--- src/shared/rpc_pkg.sv ---
// Constants and types for the ROM-socket phantom calendar clock
package rpc_pkg;
  localparam int          ADDR_W          = 19;
  localparam logic [18:0] ZERO_BIT_OFFSET = 19'h0_0002;
  localparam logic [18:0] ONE_BIT_OFFSET  = 19'h0_0003;
  localparam logic [18:0] READ_BIT_OFFSET = 19'h0_0004;
  localparam logic [63:0] UNLOCK_KEY      = 64'h5CA3_3AC5_5CA3_3AC5;
  localparam int          KEY_BITS        = 64;
  localparam int          CLK_HZ          = 20000000;
  localparam int          TICK_MS         = 10;
  localparam int          TICK_CYCLES     = CLK_HZ / 1000 * TICK_MS;
  localparam int          HOUR_MODE_BIT   = 7;
  localparam int          HOUR_PM_BIT     = 5;
  localparam int          RESET_DIS_BIT   = 4;
  localparam logic [7:0]  DAY_RESET       = 8'h11;
  localparam logic [7:0]  DATE_RESET      = 8'h01;
  localparam logic [7:0]  MONTH_RESET     = 8'h01;

  typedef enum logic [1:0] {RPC_MATCH, RPC_WRITE, RPC_READ} rpc_state_t;

  typedef struct packed {
    logic [7:0] year;
    logic [7:0] month;
    logic [7:0] date;
    logic [7:0] day;
    logic [7:0] hour;
    logic [7:0] minutes_count;
    logic [7:0] seconds_count;
    logic [7:0] hundredths_seconds;
  } rpc_time_t;
endpackage

--- src/hw/rpc_clock.sv ---
// ROM-socket phantom calendar clock with read-cycle serial access
`timescale 1ns/1ns
module rpc_clock
  import rpc_pkg::*;
#(
  parameter int TICK_CYCLES_P = rpc_pkg::TICK_CYCLES
) (
  // Clock and reset
  input  wire logic                       clk_i,
  input  wire logic                       reset_n_i,
  // ROM socket read strobe and address
  input  wire logic                       rom_read_i,
  input  wire logic [rpc_pkg::ADDR_W-1:0] rom_addr_i,
  // ROM socket data takeover
  output logic                            rom_override_o,
  output logic                            data_bit_o,
  // Current time for inspection
  output rpc_pkg::rpc_time_t              time_o
);
  import rpc_pkg::*;

  rpc_state_t  state_ff, nxt_state;
  logic [5:0]  bit_cnt_ff, nxt_bit_cnt;
  logic [63:0] shift_ff, nxt_shift;
  logic        dout_ff, nxt_dout;
  logic [31:0] tick_ff, nxt_tick;
  rpc_time_t   time_ff, nxt_time;

  // BCD helpers
  function automatic logic [7:0] bcd_inc(input logic [7:0] v);
    if (v[3:0] == 4'h9) begin
      bcd_inc = {v[7:4] + 4'h1, 4'h0};
    end else begin
      bcd_inc = {v[7:4], v[3:0] + 4'h1};
    end
  endfunction

  function automatic logic [7:0] month_days(input logic [7:0] m, input logic [7:0] y);
    logic leap;
    leap = ((y[7:4] * 4'd10 + y[3:0]) % 8'd4) == 8'd0;
    case (m)
      8'h02:   month_days = leap ? 8'h29 : 8'h28;
      8'h04, 8'h06, 8'h09, 8'h11: month_days = 8'h30;
      default: month_days = 8'h31;
    endcase
  endfunction

  wire logic [18:0] off_w  = rom_addr_i;
  wire logic        is_wr  = (off_w == ZERO_BIT_OFFSET) || (off_w == ONE_BIT_OFFSET);
  wire logic        is_rd  = (off_w == READ_BIT_OFFSET);
  wire logic        in_bit = off_w[0];

  // Access sequencer
  always_comb begin
    nxt_state   = state_ff;
    nxt_bit_cnt = bit_cnt_ff;
    nxt_shift   = shift_ff;
    nxt_dout    = dout_ff;
    if (rom_read_i) begin
      case (state_ff)
        RPC_MATCH: begin
          if (is_wr && in_bit == UNLOCK_KEY[bit_cnt_ff]) begin
            nxt_bit_cnt = bit_cnt_ff + 6'd1;
            if (bit_cnt_ff == 6'(KEY_BITS - 1)) begin
              nxt_state = RPC_WRITE;
              nxt_shift = time_ff;
            end
          end else begin
            nxt_bit_cnt = 6'd0;
          end
        end
        RPC_WRITE: begin
          if (is_wr) begin
            nxt_shift   = {in_bit, shift_ff[63:1]};
            nxt_bit_cnt = bit_cnt_ff + 6'd1;
            if (bit_cnt_ff == 6'd63) begin
              nxt_state = RPC_MATCH;
            end
          end else if (is_rd && bit_cnt_ff == 6'd0) begin
            nxt_state   = RPC_READ;
            nxt_dout    = shift_ff[0];
            nxt_shift   = {1'b0, shift_ff[63:1]};
            nxt_bit_cnt = 6'd1;
          end else begin
            nxt_state   = RPC_MATCH;
            nxt_bit_cnt = 6'd0;
          end
        end
        RPC_READ: begin
          if (is_rd) begin
            nxt_dout    = shift_ff[0];
            nxt_shift   = {1'b0, shift_ff[63:1]};
            nxt_bit_cnt = bit_cnt_ff + 6'd1;
            if (bit_cnt_ff == 6'd63) begin
              nxt_state = RPC_MATCH;
            end
          end else begin
            nxt_state   = RPC_MATCH;
            nxt_bit_cnt = 6'd0;
          end
        end
        default: begin
          nxt_state   = RPC_MATCH;
          nxt_bit_cnt = 6'd0;
        end
      endcase
    end
  end

  wire logic load_w = rom_read_i && state_ff == RPC_WRITE && is_wr && bit_cnt_ff == 6'd63;

  // Timekeeping; a load takes priority over the tick
  always_comb begin
    nxt_tick = tick_ff;
    nxt_time = time_ff;
    if (load_w) begin
      nxt_time = {in_bit, shift_ff[63:1]};
      nxt_tick = 32'd0;
    end else if (tick_ff == 32'(TICK_CYCLES_P - 1)) begin
      nxt_tick = 32'd0;
      nxt_time.hundredths_seconds = bcd_inc(time_ff.hundredths_seconds);
      if (time_ff.hundredths_seconds == 8'h99) begin
        nxt_time.hundredths_seconds = 8'h00;
        nxt_time.seconds_count = bcd_inc(time_ff.seconds_count);
        if (time_ff.seconds_count == 8'h59) begin
          nxt_time.seconds_count = 8'h00;
          nxt_time.minutes_count = bcd_inc(time_ff.minutes_count);
          if (time_ff.minutes_count == 8'h59) begin
            nxt_time.minutes_count = 8'h00;
            if (time_ff.hour[HOUR_MODE_BIT]) begin
              nxt_time.hour[4:0] = 5'(bcd_inc({3'b000, time_ff.hour[4:0]}));
              if (time_ff.hour[4:0] == 5'h12) begin
                nxt_time.hour[4:0] = 5'h01;
              end
              if (time_ff.hour[4:0] == 5'h11) begin
                nxt_time.hour[HOUR_PM_BIT] = ~time_ff.hour[HOUR_PM_BIT];
              end
            end else begin
              nxt_time.hour = bcd_inc({2'b00, time_ff.hour[5:0]});
            end
            if ((!time_ff.hour[HOUR_MODE_BIT] && time_ff.hour[5:0] == 6'h23) ||
                (time_ff.hour[HOUR_MODE_BIT] && time_ff.hour[4:0] == 5'h11 && !time_ff.hour[HOUR_PM_BIT])) begin
              if (!time_ff.hour[HOUR_MODE_BIT]) begin
                nxt_time.hour = 8'h00;
              end
              nxt_time.day[2:0] = (time_ff.day[2:0] == 3'd7) ? 3'd1 : time_ff.day[2:0] + 3'd1;
              nxt_time.date = bcd_inc(time_ff.date);
              if (time_ff.date == month_days(time_ff.month, time_ff.year)) begin
                nxt_time.date  = 8'h01;
                nxt_time.month = bcd_inc(time_ff.month);
                if (time_ff.month == 8'h12) begin
                  nxt_time.month = 8'h01;
                  nxt_time.year  = (time_ff.year == 8'h99) ? 8'h00 : bcd_inc(time_ff.year);
                end
              end
            end
          end
        end
      end
    end else begin
      nxt_tick = tick_ff + 32'd1;
    end
  end

  always_ff @(posedge clk_i or negedge reset_n_i) begin
    if (!reset_n_i) begin
      state_ff   <= RPC_MATCH;
      bit_cnt_ff <= 6'd0;
      shift_ff   <= 64'h0000_0000_0000_0000;
      dout_ff    <= 1'b0;
      tick_ff    <= 32'd0;
      time_ff    <= {8'h00, MONTH_RESET, DATE_RESET, DAY_RESET, 32'h0000_0000};
    end else begin
      state_ff   <= nxt_state;
      bit_cnt_ff <= nxt_bit_cnt;
      shift_ff   <= nxt_shift;
      dout_ff    <= nxt_dout;
      tick_ff    <= nxt_tick;
      time_ff    <= nxt_time;
    end
  end

  assign rom_override_o = (state_ff == RPC_READ);
  assign data_bit_o     = dout_ff;
  assign time_o         = time_ff;

  property p_unlock;
    @(posedge clk_i) disable iff (!reset_n_i)
      (state_ff == RPC_MATCH && nxt_state == RPC_WRITE) |-> bit_cnt_ff == 6'd63;
  endproperty
  a_unlock: assert property (p_unlock) else $error("unlock without full key");

  property p_break;
    @(posedge clk_i) disable iff (!reset_n_i)
      (rom_read_i && state_ff == RPC_MATCH && !is_wr) |=> bit_cnt_ff == 6'd0 && state_ff == RPC_MATCH;
  endproperty
  a_break: assert property (p_break) else $error("broken pattern not dropped");

  property p_load;
    @(posedge clk_i) disable iff (!reset_n_i)
      load_w |=> time_ff == {$past(in_bit), 63'($past(shift_ff) >> 1)};
  endproperty
  a_load: assert property (p_load) else $error("time load wrong");

  property p_readbit;
    @(posedge clk_i) disable iff (!reset_n_i)
      (rom_read_i && state_ff == RPC_READ && is_rd) |=> data_bit_o == $past(shift_ff[0]);
  endproperty
  a_readbit: assert property (p_readbit) else $error("read bit wrong");

  property p_tick;
    @(posedge clk_i) disable iff (!reset_n_i)
      (tick_ff != 32'(TICK_CYCLES_P - 1) && !load_w) |=> $stable(time_ff.hundredths_seconds);
  endproperty
  a_tick: assert property (p_tick) else $error("time moved off tick");

  property p_override;
    @(posedge clk_i) disable iff (!reset_n_i)
      rom_override_o |-> state_ff == RPC_READ && bit_cnt_ff != 6'd0;
  endproperty
  a_override: assert property (p_override) else $error("override outside read");

  property p_leap;
    @(posedge clk_i) disable iff (!reset_n_i)
      (!load_w && time_ff.date == 8'h28 && time_ff.month == 8'h02 && time_ff.year == 8'h04 &&
       nxt_time.date != time_ff.date) |=> time_ff.date == 8'h29;
  endproperty
  a_leap: assert property (p_leap) else $error("leap day skipped");

  property p_hour12;
    @(posedge clk_i) disable iff (!reset_n_i)
      (!load_w && time_ff.hour[HOUR_MODE_BIT]) |=> time_ff.hour[HOUR_MODE_BIT];
  endproperty
  a_hour12: assert property (p_hour12) else $error("hour mode lost");

  // Roll points for the calendar checks
  wire logic hour_roll_w = !load_w && tick_ff == 32'(TICK_CYCLES_P - 1) && time_ff.hundredths_seconds == 8'h99 &&
                           time_ff.seconds_count == 8'h59 && time_ff.minutes_count == 8'h59;
  wire logic day_roll_w  = hour_roll_w &&
                           ((!time_ff.hour[HOUR_MODE_BIT] && time_ff.hour[5:0] == 6'h23) ||
                            (time_ff.hour[HOUR_MODE_BIT] && time_ff.hour[4:0] == 5'h11 && !time_ff.hour[HOUR_PM_BIT]));

  property p_sec_wrap;
    @(posedge clk_i) disable iff (!reset_n_i)
      (!load_w && tick_ff == 32'(TICK_CYCLES_P - 1) && time_ff.hundredths_seconds == 8'h99 &&
       time_ff.seconds_count == 8'h59) |=> time_ff.seconds_count == 8'h00 && time_ff.hundredths_seconds == 8'h00;
  endproperty
  a_sec_wrap: assert property (p_sec_wrap) else $error("seconds did not wrap");

  property p_hour24;
    @(posedge clk_i) disable iff (!reset_n_i)
      (hour_roll_w && !time_ff.hour[HOUR_MODE_BIT] && time_ff.hour[5:0] == 6'h23) |=> time_ff.hour == 8'h00;
  endproperty
  a_hour24: assert property (p_hour24) else $error("24-hour wrap wrong");

  property p_hour12_pm;
    @(posedge clk_i) disable iff (!reset_n_i)
      (hour_roll_w && time_ff.hour[HOUR_MODE_BIT] && time_ff.hour[4:0] == 5'h11) |=>
        time_ff.hour[4:0] == 5'h12 && $changed(time_ff.hour[HOUR_PM_BIT]);
  endproperty
  a_hour12_pm: assert property (p_hour12_pm) else $error("12-hour flag not toggled");

  property p_weekday;
    @(posedge clk_i) disable iff (!reset_n_i)
      (day_roll_w && time_ff.day[2:0] == 3'd7) |=> time_ff.day[2:0] == 3'd1;
  endproperty
  a_weekday: assert property (p_weekday) else $error("weekday wrap wrong");

  property p_year_wrap;
    @(posedge clk_i) disable iff (!reset_n_i)
      (day_roll_w && time_ff.date == 8'h31 && time_ff.month == 8'h12 && time_ff.year == 8'h99) |=>
        time_ff.year == 8'h00 && time_ff.month == 8'h01 && time_ff.date == 8'h01;
  endproperty
  a_year_wrap: assert property (p_year_wrap) else $error("year wrap wrong");

  // Data pin only moves on read-offset reads in read mode or on the first one after unlock
  property p_dout_hold;
    @(posedge clk_i) disable iff (!reset_n_i)
      (rom_read_i && state_ff == RPC_MATCH) |=> $stable(data_bit_o);
  endproperty
  a_dout_hold: assert property (p_dout_hold) else $error("data bit moved while locked");

  property p_write_bit;
    @(posedge clk_i) disable iff (!reset_n_i)
      (rom_read_i && state_ff == RPC_WRITE && is_wr) |=> shift_ff[63] == $past(in_bit);
  endproperty
  a_write_bit: assert property (p_write_bit) else $error("address bit not shifted in");
endmodule

--- config.mk ---
export PLATFORM = sky130hd
export DESIGN_NAME = rpc_clock
export DESIGN_NICKNAME = d
export VERILOG_FILES = /design/src/shared/rpc_pkg.sv /design/src/hw/rpc_clock.sv
export SDC_FILE = /design/constraint.sdc
export NUM_CORES = 1
export LEC_CHECK = 0
export BUFFER_PORTS_ARGS = -buffer_cell sky130_fd_sc_hd__clkbuf_2
export CAP_MARGIN = 20
export CORE_UTILIZATION = 44
export CTS_BUF_LIST = sky130_fd_sc_hd__clkbuf_16
export CTS_CLUSTER_SIZE = 10
export DETAILED_ROUTE_END_ITERATION = 16
export GPL_ROUTABILITY_DRIVEN = 0
export RECOVER_POWER = 50
export SETUP_SLACK_MARGIN = 0.15
export SLEW_MARGIN = 20
export SYNTH_ARGS = -nofsm -noshare
export SYNTH_HDL_FRONTEND = slang
export SYNTH_SLANG_ARGS = --single-unit
--- constraint.sdc ---
create_clock -name clk_i -period 3.2 [get_ports clk_i]
set_input_delay 0.48 -clock clk_i [delete_from_list [all_inputs] [get_ports clk_i]]
set_output_delay 0.48 -clock clk_i [all_outputs]
set_load 0.02 [all_outputs]
---- Yosys cells after proc, flatten, opt, wreduce, memory -nomap -nowiden ----
Memory sizes are Yosys's and may differ from the RTL's.
Cells that the tools add are included.
operators by class
  $add $sub $neg .......................... 19
  $mul .................................... 1
  magnitude comparators ................... 1
  equal/unequal tests ..................... 36
  mux-type cells .......................... 62
  bitwise operators ....................... 1
  reductions and logical operators ........ 46
operator list
  kind                   count
  $mux 64                5
  $pmux 64 s3            1
  $mux 24                7
  $mux 8                 14
  $mux 35                3
  $mux 32                2
  $add 4x1->4 const B    13
  $eq 19x2->1 const B    2
  $add 32x1->32 const B  1
  $eq 32x18->1 const B   1
  $eq 4x4->1 const B     7
  $mux 27                1
  $mux 6                 4
  $reduce_bool 3->1      7
  $eq 19x3->1 const B    1
  $mux 19                1
  $pmux 6 s3             1
  $reduce_and 6->1       3
  $eq 8x3->1 const B     2
  $eq 8x5->1 const B     2
  $eq 8x7->1 const B     2
  $eq 8x8->1 const B     2
  $mux 16                1
  $reduce_bool 2->1      8
  42 further kinds       75
storage, ports and cells
  register bits after elaboration ......... 169
  bits in read-only memories .............. 64
  input bits .............................. 22
  output and inout port bits .............. 66
  word-level logic and storage cells ...... 187
  memories kept ........................... 1
memories
  memory            depth  width  rd ports  clocked after Yosys merged registers in  wr ports  RTL line         text
  (name not given)  64     1      1         0                                        0         rpc_clock.sv:62  if (is_wr && in_bit == UNLOCK_KEY[bit_cnt_ff]) begin

---- Depth between registers and ports, before layout ----
Gate-level depths: netlist of run 1.
  depth after elaboration ................. 19
  depth in mapped cells ................... 12

---- Worst setup path after synthesis of run 1 ----
OpenSTA, ideal clock, no wires.
  kind .................................... flip-flop to flip-flop
  from .................................... register time_ff, in the netlist time_o[1]
  to ...................................... register time_ff, in the netlist time_o[58]
  data arrival time ....................... 2.645 ns
  slack ................................... 0.486 ns
  stages on the path, launching flop included .. 12
  period minus slack after synthesis ...... 2.714 ns
  cell sequence ........................... dfrtp_1 > inv_1 > ha_1 > and3b_1 > clkbuf_1 > and4_1 > clkbuf_1 > nand3_1 > nor3_4 > nand2_4 > or4b_1 > nand3_1
between the ends
  longest elaborated chain between the ends .. 3
ends and longest elaborated chain
  what                         RTL line          text
  from (decl)                  rpc_clock.sv:27   rpc_time_t time_ff, nxt_time;
  from (signal assigned)       rpc_clock.sv:172  time_ff <= {8'h00, MONTH_RESET, DATE_RESET, DAY_RESET, 32'h0000_0000};
  from (signal assigned)       rpc_clock.sv:179  time_ff <= nxt_time;
  $eq 8x8->1                   -
  $reduce_bool 2->1 (no line)  -
  $reduce_and 7->1 (no line)   -
Every way passes these cells.
A chain may end at the register's enable or synchronous reset.

---- Worst setup path in the final report of run 1 ----
  from .................................... register time_ff, in the netlist time_o[52]
  to ...................................... register time_ff, in the netlist time_o[58]
between the ends
  longest elaborated chain between the ends .. 12
  elaborated cells between the ends (all ways) .. 18
ends and longest elaborated chain
  what                                RTL line          text
  $eq 8x3->1 (tied with other cells)  rpc_clock.sv:41   case (m)
  $reduce_or 4->1                     rpc_clock.sv:41
  $pmux 5 s2                          rpc_clock.sv:41
  $mux 8                              rpc_clock.sv:141  if ((!time_ff.hour[HOUR_MODE_BIT] && time_ff.hour[5:0] == 6'h23) ||
  $mux 8                              rpc_clock.sv:128  if (time_ff.minutes_count == 8'h59) begin
  $mux 8                              rpc_clock.sv:125  if (time_ff.seconds_count == 8'h59) begin
  $mux 8                              rpc_clock.sv:122  if (time_ff.hundredths_seconds == 8'h99) begin
  $mux 8                              rpc_clock.sv:119  end else if (tick_ff == 32'(TICK_CYCLES_P - 1)) begin
  $mux 8                              rpc_clock.sv:116  if (load_w) begin
  $eq 8x8->1                          rpc_clock.sv:148  if (time_ff.date == month_days(time_ff.month, time_ff.year)) begin
  $reduce_bool 2->1 (no line)         -
  $reduce_and 7->1 (no line) (*)      -
Every way passes the cells marked *; elsewhere a longest branch is shown, timed or not. The select of a mux whose other input is x is not followed.

==> run_summary.xml, run 1 <==
<?xml version="1.0" encoding="UTF-8"?>
<metrics>
  <group name="run_status">
    <metric name="status" unit="">finished, violations left</metric>
    <metric name="violations" unit="">max-capacitance violations, max-slew violations</metric>
  </group>
  <group name="critical_path">
    <metric name="critical-path-slowest-cell" unit="">sky130_fd_sc_hd__a2111oi_1</metric>
    <metric name="worst-setup-path-type" unit="">reg -&gt; reg</metric>
    <metric name="crit_path_start_kind" unit="">register</metric>
    <metric name="timing.critical_path.arrival" unit="ns">3.22</metric>
    <metric name="r2r.worst_path.cells" unit="">9</metric>
    <metric name="critical_path.endpoint_type" unit="">register</metric>
    <metric name="critical_path_peak_fanout" unit="">9</metric>
    <metric name="crit_path_max_incr_delay" unit="ns">0.52</metric>
    <metric name="worst-endpoint-required" unit="ns">3.57</metric>
    <metric name="critical_path_cell_sequence" unit="">inv_1, ha_1, nor3b_2, a211o_1, a2111oi_1, and3_2, nand2_4, or4b_1, nand3_1</metric>
  </group>
  <group name="sta">
    <metric name="timing.final.crit_period" unit="ns">2.850</metric>
    <metric name="finalSetupViolations" unit="">0</metric>
    <metric name="skew" unit="ns">0.01028</metric>
    <metric name="setup_repair_after_global_routing_missed_its_margin" unit="">false</metric>
    <metric name="timing.fmax" unit="MHz">350.9</metric>
    <metric name="max-slew-margin-rel" unit="%">-21.10</metric>
    <metric name="worst_slew_pin_slew" unit="ns">1.817</metric>
    <metric name="slew_violations" unit="">68</metric>
    <metric name="final_hold_vio_count" unit="">0</metric>
    <metric name="timing.setup.tns" unit="ns">0</metric>
    <metric name="layout_worst_path_cycle_share" unit="%">89.05</metric>
    <metric name="worst_hold_slack" unit="ns">0.4743</metric>
  </group>
  <group name="routing">
    <metric name="detail_route.first_pass.iterations" unit="">5</metric>
    <metric name="wl_per_cell" unit="µm">16.44</metric>
    <metric name="drtIter0Drc" unit="">434</metric>
    <metric name="num_vias" unit="">7966</metric>
    <metric name="postRouteAntennaNets" unit="">0</metric>
    <metric name="viasPerCell" unit="">5.532</metric>
    <metric name="drt-total-wl" unit="µm">23680</metric>
    <metric name="remaining_design_rule_violation_count" unit="">0</metric>
  </group>
  <group name="layout">
    <metric name="final-instance-count-excl-fill" unit="">1440</metric>
    <metric name="antenna_cells_inserted" unit="">0</metric>
    <metric name="post_route_cells_drive_above_1_share" unit="%">17.42</metric>
    <metric name="finalNetCount" unit="">1207</metric>
    <metric name="areaGrowthSynthToFinish" unit="%">14.58</metric>
  </group>
  <group name="floorplanning">
    <metric name="row_count" unit="">53</metric>
    <metric name="core_footprint" unit="µm²">21220</metric>
    <metric name="die_height" unit="µm">149.8</metric>
    <metric name="die-area" unit="µm²">22440</metric>
    <metric name="initial_utilization" unit="%">45.29</metric>
    <metric name="ioPinCount" unit="">88</metric>
    <metric name="chipWidth" unit="µm">149.8</metric>
  </group>
  <group name="synthesis">
    <metric name="synth_seq_area_share" unit="%">44.05</metric>
    <metric name="synth.top_cell.area_share" unit="%">42.96</metric>
    <metric name="distinct_cell_type_count_of_the_synthesized_netlist" unit="">70</metric>
    <metric name="post_synth_instance_area" unit="µm²">9612</metric>
    <metric name="post_synth_main_area_contributors" unit="">sky130_fd_sc_hd__dfrtp_1 (43%), sky130_fd_sc_hd__mux2_2 (7.8%), sky130_fd_sc_hd__o21ai_0 (6.6%)</metric>
    <metric name="synth_register_bits" unit="">169</metric>
    <metric name="synth_enable_flop_cells" unit="">0</metric>
    <metric name="synthMostInstantiatedCell" unit="">sky130_fd_sc_hd__dfrtp_1</metric>
    <metric name="synth_top_flop_cell" unit="">sky130_fd_sc_hd__dfrtp_1</metric>
    <metric name="synth_area_per_cell" unit="µm²">9.000</metric>
    <metric name="synthesis.instances" unit="">1068</metric>
    <metric name="synth.cells.most_frequent" unit="">sky130_fd_sc_hd__dfrtp_1 (165), sky130_fd_sc_hd__nand2_1 (131), sky130_fd_sc_hd__o21ai_0 (127), sky130_fd_sc_hd__nor2_1 (75), sky130_fd_sc_hd__inv_1 (74)</metric>
    <metric name="synth_async_sr_flop_share" unit="%">100.0</metric>
    <metric name="ys.warnings.count" unit="">0</metric>
    <metric name="synth_top_cell_by_area" unit="">sky130_fd_sc_hd__dfrtp_1</metric>
    <metric name="synth.net_count" unit="">1123</metric>
  </group>
  <group name="global_routing">
    <metric name="via_count_of_the_first_global_routing_pass" unit="">7641</metric>
    <metric name="grt_resource_usage_total" unit="%">22.18</metric>
    <metric name="gr-total-overflow" unit="">0</metric>
    <metric name="grt_max_degree" unit="">70</metric>
    <metric name="grt_antenna_before_repair" unit="">0</metric>
    <metric name="grt_pass1_wl" unit="µm">39550</metric>
  </group>
  <group name="clocking">
    <metric name="worstSkewPairLatency" unit="ns">0.43</metric>
    <metric name="cts_sinks" unit="">169</metric>
    <metric name="post-cts-setup-buffer-count" unit="">0</metric>
    <metric name="cts_tree" unit="">done</metric>
    <metric name="cts_root_buffer" unit="">sky130_fd_sc_hd__clkbuf_16</metric>
    <metric name="hold_buffers" unit="">0</metric>
    <metric name="cts_buffer_depth" unit="">2</metric>
    <metric name="clk_pin_slew_worst_paths" unit="ns">0.07</metric>
    <metric name="cts_max_level" unit="">4</metric>
    <metric name="cts_made_buffers" unit="">17</metric>
  </group>
  <group name="pwr">
    <metric name="p_sw" unit="W">0.001010</metric>
    <metric name="internal_power" unit="W">0.003258</metric>
    <metric name="pwr-share-comb" unit="%">1.6</metric>
    <metric name="cellPowerDensity" unit="nW/µm²">387.5</metric>
    <metric name="p_leak" unit="nW">5.051</metric>
    <metric name="power.ir.vdd_worst" unit="µV">345.9</metric>
    <metric name="clock_power_share" unit="%">48.4</metric>
    <metric name="seq_power_share" unit="%">50.0</metric>
    <metric name="report.power.total" unit="W">0.004268</metric>
    <metric name="p_sw_share" unit="%">23.65</metric>
  </group>
  <group name="place">
    <metric name="dp_cells" unit="">1408</metric>
    <metric name="dpl.hpwl" unit="µm">15800</metric>
    <metric name="port_buffers" unit="">87</metric>
  </group>
  <group name="worst_hold_path">
    <metric name="worst_hold_path_type" unit="">in -&gt; reg</metric>
    <metric name="timing.hold.worst_path_depth" unit="">3</metric>
  </group>
  <group name="run">
    <metric name="maxCapViolations" unit="">1</metric>
  </group>
</metrics>
-- power groups by stage --
stage	Sequential, W	Clock (W)	Combinational (W)
6_report	0.00214	0.00206	0.0000687
5_1_grt	0.00213	0.00220	0.0000805
4_1_cts	0.00213	0.00211	0.0000735
3_5_place_dp	0.00218	0	0.0000732
3_3_place_gp	0.00218	0	0.0000730
2_1_floorplan	0.00218	0	0.00000580
-- repair_timing --
action / CTS / global route
gates resized for setup: 1 / 2
cloned: 0 / 0
endpoints found under the setup margin: 1 / 16
-- worst paths after layout --
path,start,to,slack [ns]
worst max-delay path,time_o[52]$_DFFE_PN0P_,time_o[58]$_DFFE_PN0P_,0.35
worst min-delay path,rom_addr_i[0],time_o[63]$_DFFE_PN0P_,0.47
worst max register to register,time_o[52]$_DFFE_PN0P_,time_o[58]$_DFFE_PN0P_,0.35
worst min register to register,shift_ff[36]$_DFFE_PN0P_,time_o[35]$_DFFE_PN0P_,0.51
max in group asynchronous,reset_n_i,time_o[32]$_DFFE_PN1P_,1.55
min in group asynchronous,reset_n_i,tick_ff[7]$_DFF_PN0_,0.55
-- worst max-delay path, delay by kind of cell (launching register included) --
kind | cells | cell delay [ns]
AOI/OAI and AO/OA | 2 | 0.79
adders and majority gates | 1 | 0.22
buffers and inverters | 1 | 0.10
DFF | 1 | 0.41
and+or+nand+nor | 5 | 1.26
-- final cells by class --
cell class | count | area (µm²)
clock buffers | 17 | 425.4
flip-flops and latches | 169 | 4234
inverters | 74 | 277.8
clock inverters | 15 | 157.7
fillers | 2038 | 10210
repair buffers | 114 | 659.4
well taps | 275 | 344.1
multi-input cells | 776 | 4915
-- state kept, by name (all words and copies together) (netlist names) --
signal	cells
bit_cnt_ff	6
tick_ff	32
state_ff	2
time_o	64
shift_ff	64
data_bit_o	1
-- cells by family after synthesis --
| family | count (synthesis) | synth area share (%) |
|---|---|---|
| and+or+nand+nor | 382 | 19.76 |
| DFF | 169 | 44.05 |
| adders and majority gates | 33 | 4.296 |
| AOI/OAI and AO/OA | 255 | 15.44 |
| buffers and inverters | 123 | 4.999 |
| muxes | 71 | 8.266 |
| xor gates and xnor gates | 35 | 3.189 |
-- routing by layer --
metal / vias to the layer above / track usage [%] / part of all wire [%]
li1: 3926 / - / -
met3: 23 / 3.476 / 3.3
met1: 3880 / 31.34 / 49
met4: 0 / 5.909 / 1.2
met2: 137 / 35.28 / 46
met5: - / 0 / 0
-- layout by cell type (no fill, tap or decap), types with 5 or more instances in the layout --
cell,netlist,final
sky130_fd_sc_hd__a211oi_1,10,10
sky130_fd_sc_hd__a21o_1,5,5
sky130_fd_sc_hd__a21oi_1,59,59
sky130_fd_sc_hd__and3_1,19,18
sky130_fd_sc_hd__and4_1,5,5
sky130_fd_sc_hd__buf_12,0,5
sky130_fd_sc_hd__buf_4,0,22
sky130_fd_sc_hd__clkbuf_1,37,33
sky130_fd_sc_hd__clkbuf_16,0,17
sky130_fd_sc_hd__clkbuf_2,0,54
sky130_fd_sc_hd__dfrtp_1,165,165
sky130_fd_sc_hd__ha_1,33,32
sky130_fd_sc_hd__inv_1,74,74
sky130_fd_sc_hd__inv_6,0,6
sky130_fd_sc_hd__mux2_2,67,67
sky130_fd_sc_hd__nand2_1,131,131
sky130_fd_sc_hd__nand3_1,44,44
sky130_fd_sc_hd__nand4_1,21,21
sky130_fd_sc_hd__nor2_1,75,75
sky130_fd_sc_hd__nor2b_1,13,13
sky130_fd_sc_hd__nor3_1,22,21
sky130_fd_sc_hd__nor3b_1,11,10
sky130_fd_sc_hd__nor4_1,13,13
sky130_fd_sc_hd__o211ai_1,7,7
sky130_fd_sc_hd__o21ai_0,127,127
sky130_fd_sc_hd__xnor2_1,14,14
sky130_fd_sc_hd__xor2_1,21,21
-- through the flow --
step	instance area [µm²]	util, %	worst slack (ns)
floorplan	9612	-	0.4855
global placement	10470	49.34	0.2951
detailed placement	10470	49.34	0.1396
CTS	11050	52.09	0.1899
global route	11010	51.90	0.1666
finish	11010	51.90	0.3504
(Power assumes the default switching activity.)
==> run 2, diff against run 1 <==
==> constraint.sdc (replaced) <==
create_clock -name clk_i -period 2.5 [get_ports clk_i]
set_input_delay 0.375 -clock clk_i [delete_from_list [all_inputs] [get_ports clk_i]]
set_output_delay 0.375 -clock clk_i [all_outputs]
set_load 0.02 [all_outputs]
==> run 2 against run 1 <==
Compared with the run above:
- the run ends with negative setup slack left
- cell area up 15%
- non-clock buffer count up 113
- count of clock-buffer cells in the layout unchanged
==> run_summary.xml, run 2 (synthesized netlist as in run 1, its figures left out) <==
<?xml version="1.0" encoding="UTF-8"?>
<metrics>
  <group name="critical_path">
    <metric name="worst-setup-path-type" unit="">reg -&gt; reg</metric>
    <metric name="worst-endpoint-required" unit="ns">2.82</metric>
    <metric name="critical_path.endpoint_type" unit="">register</metric>
    <metric name="critical_path_peak_fanout" unit="">5</metric>
    <metric name="timing.critical_path.arrival" unit="ns">2.86</metric>
    <metric name="crit_path_start_kind" unit="">register</metric>
  </group>
  <group name="floorplanning">
    <metric name="core_footprint" unit="µm²">21220</metric>
    <metric name="row_count" unit="">53</metric>
    <metric name="initial_utilization" unit="%">45.29</metric>
    <metric name="chipWidth" unit="µm">149.8</metric>
    <metric name="ioPinCount" unit="">88</metric>
    <metric name="die_height" unit="µm">149.8</metric>
    <metric name="die-area" unit="µm²">22440</metric>
  </group>
  <group name="routing">
    <metric name="met3WireLength" unit="µm">887</metric>
    <metric name="postRouteAntennaNets" unit="">0</metric>
    <metric name="detail_route.first_pass.iterations" unit="">5</metric>
    <metric name="drt-total-wl" unit="µm">25840</metric>
    <metric name="highest-signal-layer" unit="">met4</metric>
    <metric name="met2RoutedLength" unit="µm">12650</metric>
    <metric name="drtIter0Drc" unit="">603</metric>
    <metric name="m1WireLength" unit="µm">12060</metric>
    <metric name="viasPerCell" unit="">5.545</metric>
    <metric name="num_vias" unit="">8612</metric>
    <metric name="wl_per_cell" unit="µm">16.64</metric>
    <metric name="remaining_design_rule_violation_count" unit="">0</metric>
  </group>
  <group name="global_routing">
    <metric name="gr-total-overflow" unit="">0</metric>
    <metric name="via_count_of_the_first_global_routing_pass" unit="">8156</metric>
    <metric name="grt_pass1_wl" unit="µm">41290</metric>
    <metric name="grt_antenna_before_repair" unit="">0</metric>
    <metric name="grt_resource_usage_total" unit="%">23.24</metric>
    <metric name="grt_max_degree" unit="">66</metric>
  </group>
  <group name="sta">
    <metric name="skew" unit="ns">0.01183</metric>
    <metric name="worst_slew_pin_slew" unit="ns">1.139</metric>
    <metric name="layout_worst_path_cycle_share" unit="%">101.3</metric>
    <metric name="worst_hold_slack" unit="ns">0.3735</metric>
    <metric name="timing.fmax" unit="MHz">394.9</metric>
    <metric name="timing.final.ws_setup" unit="ns">-0.03206</metric>
    <metric name="max-slew-margin-rel" unit="%">24.09</metric>
    <metric name="timing.setup.tns" unit="ns">-0.06980</metric>
    <metric name="finalSetupViolations" unit="">3</metric>
    <metric name="slew_violations" unit="">0</metric>
    <metric name="timing.final.crit_period" unit="ns">2.532</metric>
    <metric name="setup_repair_after_global_routing_missed_its_margin" unit="">true</metric>
    <metric name="final_hold_vio_count" unit="">0</metric>
  </group>
  <group name="layout">
    <metric name="leading_cell_types_in_the_layout_fill_and_taps_excluded" unit="">sky130_fd_sc_hd__dfrtp_1 (159), sky130_fd_sc_hd__nand2_1 (128), sky130_fd_sc_hd__o21ai_0 (113)</metric>
    <metric name="finalNetCount" unit="">1320</metric>
    <metric name="antenna_cells_inserted" unit="">0</metric>
    <metric name="finalInstanceArea" unit="µm²">12610</metric>
    <metric name="areaGrowthSynthToFinish" unit="%">31.23</metric>
    <metric name="post_route_cells_drive_above_1_share" unit="%">31.61</metric>
    <metric name="mostFrequentLayoutCell" unit="">sky130_fd_sc_hd__dfrtp_1</metric>
  </group>
  <group name="clocking">
    <metric name="cts_root_buffer" unit="">sky130_fd_sc_hd__clkbuf_16</metric>
    <metric name="cts_tree" unit="">done</metric>
    <metric name="worstSkewPairLatency" unit="ns">0.43</metric>
    <metric name="clk_pin_slew_worst_paths" unit="ns">0.07</metric>
    <metric name="cts_made_buffers" unit="">17</metric>
    <metric name="cts_max_level" unit="">4</metric>
    <metric name="cts_sinks" unit="">169</metric>
    <metric name="cts_buffer_depth" unit="">2</metric>
  </group>
  <group name="place">
    <metric name="dpl.hpwl" unit="µm">17040</metric>
    <metric name="placed_standard_cell_area" unit="µm²">11260</metric>
    <metric name="port_buffers" unit="">87</metric>
  </group>
  <group name="run_status">
    <metric name="violations" unit="">negative setup slack</metric>
    <metric name="status" unit="">finished, violations left</metric>
  </group>
  <group name="pwr">
    <metric name="power.ir.vdd_worst" unit="µV">384.9</metric>
    <metric name="cellPowerDensity" unit="nW/µm²">451.1</metric>
    <metric name="p_leak" unit="nW">5.881</metric>
  </group>
  <group name="worst_hold_path">
    <metric name="worst_hold_path_type" unit="">in -&gt; reg</metric>
  </group>
  <group name="run">
    <metric name="maxCapViolations" unit="">0</metric>
  </group>
</metrics>
[run 2: what timing repair did]
item / in CTS / in global routing
hold buffers: 1 / 0
hold endpoints to repair: 42 / 0
gates cloned: 0 / 2
gates resized for setup: 38 / 79
pin swaps: 10 / 33
setup buffers: 16 / 12
endpoints found under the setup margin: 51 / 128
[run 2: routing by layer]
metal  global-route usage (%)  vias up
met5                        0        -
met4                    5.657        0
met3                    4.116       22
met2                    38.63      167
met1                    31.33     4273
li1                         -     4150
[run 2: final cells by class]
cell class | instances | area (µm²)
clock buffers | 17 | 425.4
clock inverters | 15 | 203.9
fillers | 1888 | 8607
inverters | 74 | 280.3
multi-input cells | 776 | 5451
flip-flops and latches | 169 | 4242
well taps | 275 | 344.1
repair buffers | 227 | 1667
[run 2: worst max-delay path, stage by stage (launching register included)]
cell	delay, ns
sky130_fd_sc_hd__dfrtp_1	0.36
sky130_fd_sc_hd__nand2_2	0.08
sky130_fd_sc_hd__or4_4	0.50
sky130_fd_sc_hd__or4_4	0.56
sky130_fd_sc_hd__nor3_4	0.18
sky130_fd_sc_hd__buf_12	0.15
sky130_fd_sc_hd__buf_12	0.10
sky130_fd_sc_hd__a31oi_4	0.13
sky130_fd_sc_hd__a22o_1	0.21
sky130_fd_sc_hd__a21o_1	0.14
[run 2: report_power, final]
part | internal, W | leakage, nW | switching (W)
clock | 0.00162 | 0.304 | 0.00125
sequential | 0.00273 | 2.18 | 0.0000000000839
combinational | 0.0000215 | 3.39 | 0.0000734
total | 0.00437 | 5.88 | 0.00132
[run 2: per-stage QoR]
| step | util [%] | total power, W | setup slack [ns] | std cells |
|---|---|---|---|---|
| global route | 59.44 | 0.005869 | -0.1552 | 1553 |
| detailed placement | 53.07 | 0.002890 | -0.1396 | 1490 |
| CTS | 57.60 | 0.005755 | -0.07748 | 1539 |
| global placement | 53.07 | 0.002890 | -0.08685 | 1490 |
| floorplan | - | 0.002796 | -0.02694 | 1068 |
| finish | 59.44 | 0.005690 | -0.03206 | 1553 |
[run 2: path summary, 6_finish.rpt]
check	endpoint	startpoint	slack, ns	depth (start not counted)
setup / recovery	time_o[55]$_DFFE_PN0P_	tick_ff[10]$_DFF_PN0_	-0.03	9
hold / removal	time_o[63]$_DFFE_PN0P_	rom_addr_i[0]	0.37	3
setup reg to reg	time_o[55]$_DFFE_PN0P_	tick_ff[10]$_DFF_PN0_	-0.03	9
hold reg to reg	time_o[38]$_DFFE_PN0P_	shift_ff[39]$_DFFE_PN0P_	0.51	2
max in group asynchronous	time_o[52]$_DFFE_PN0P_	reset_n_i	0.30	3
min in group asynchronous	tick_ff[13]$_DFF_PN0_	reset_n_i	0.68	2
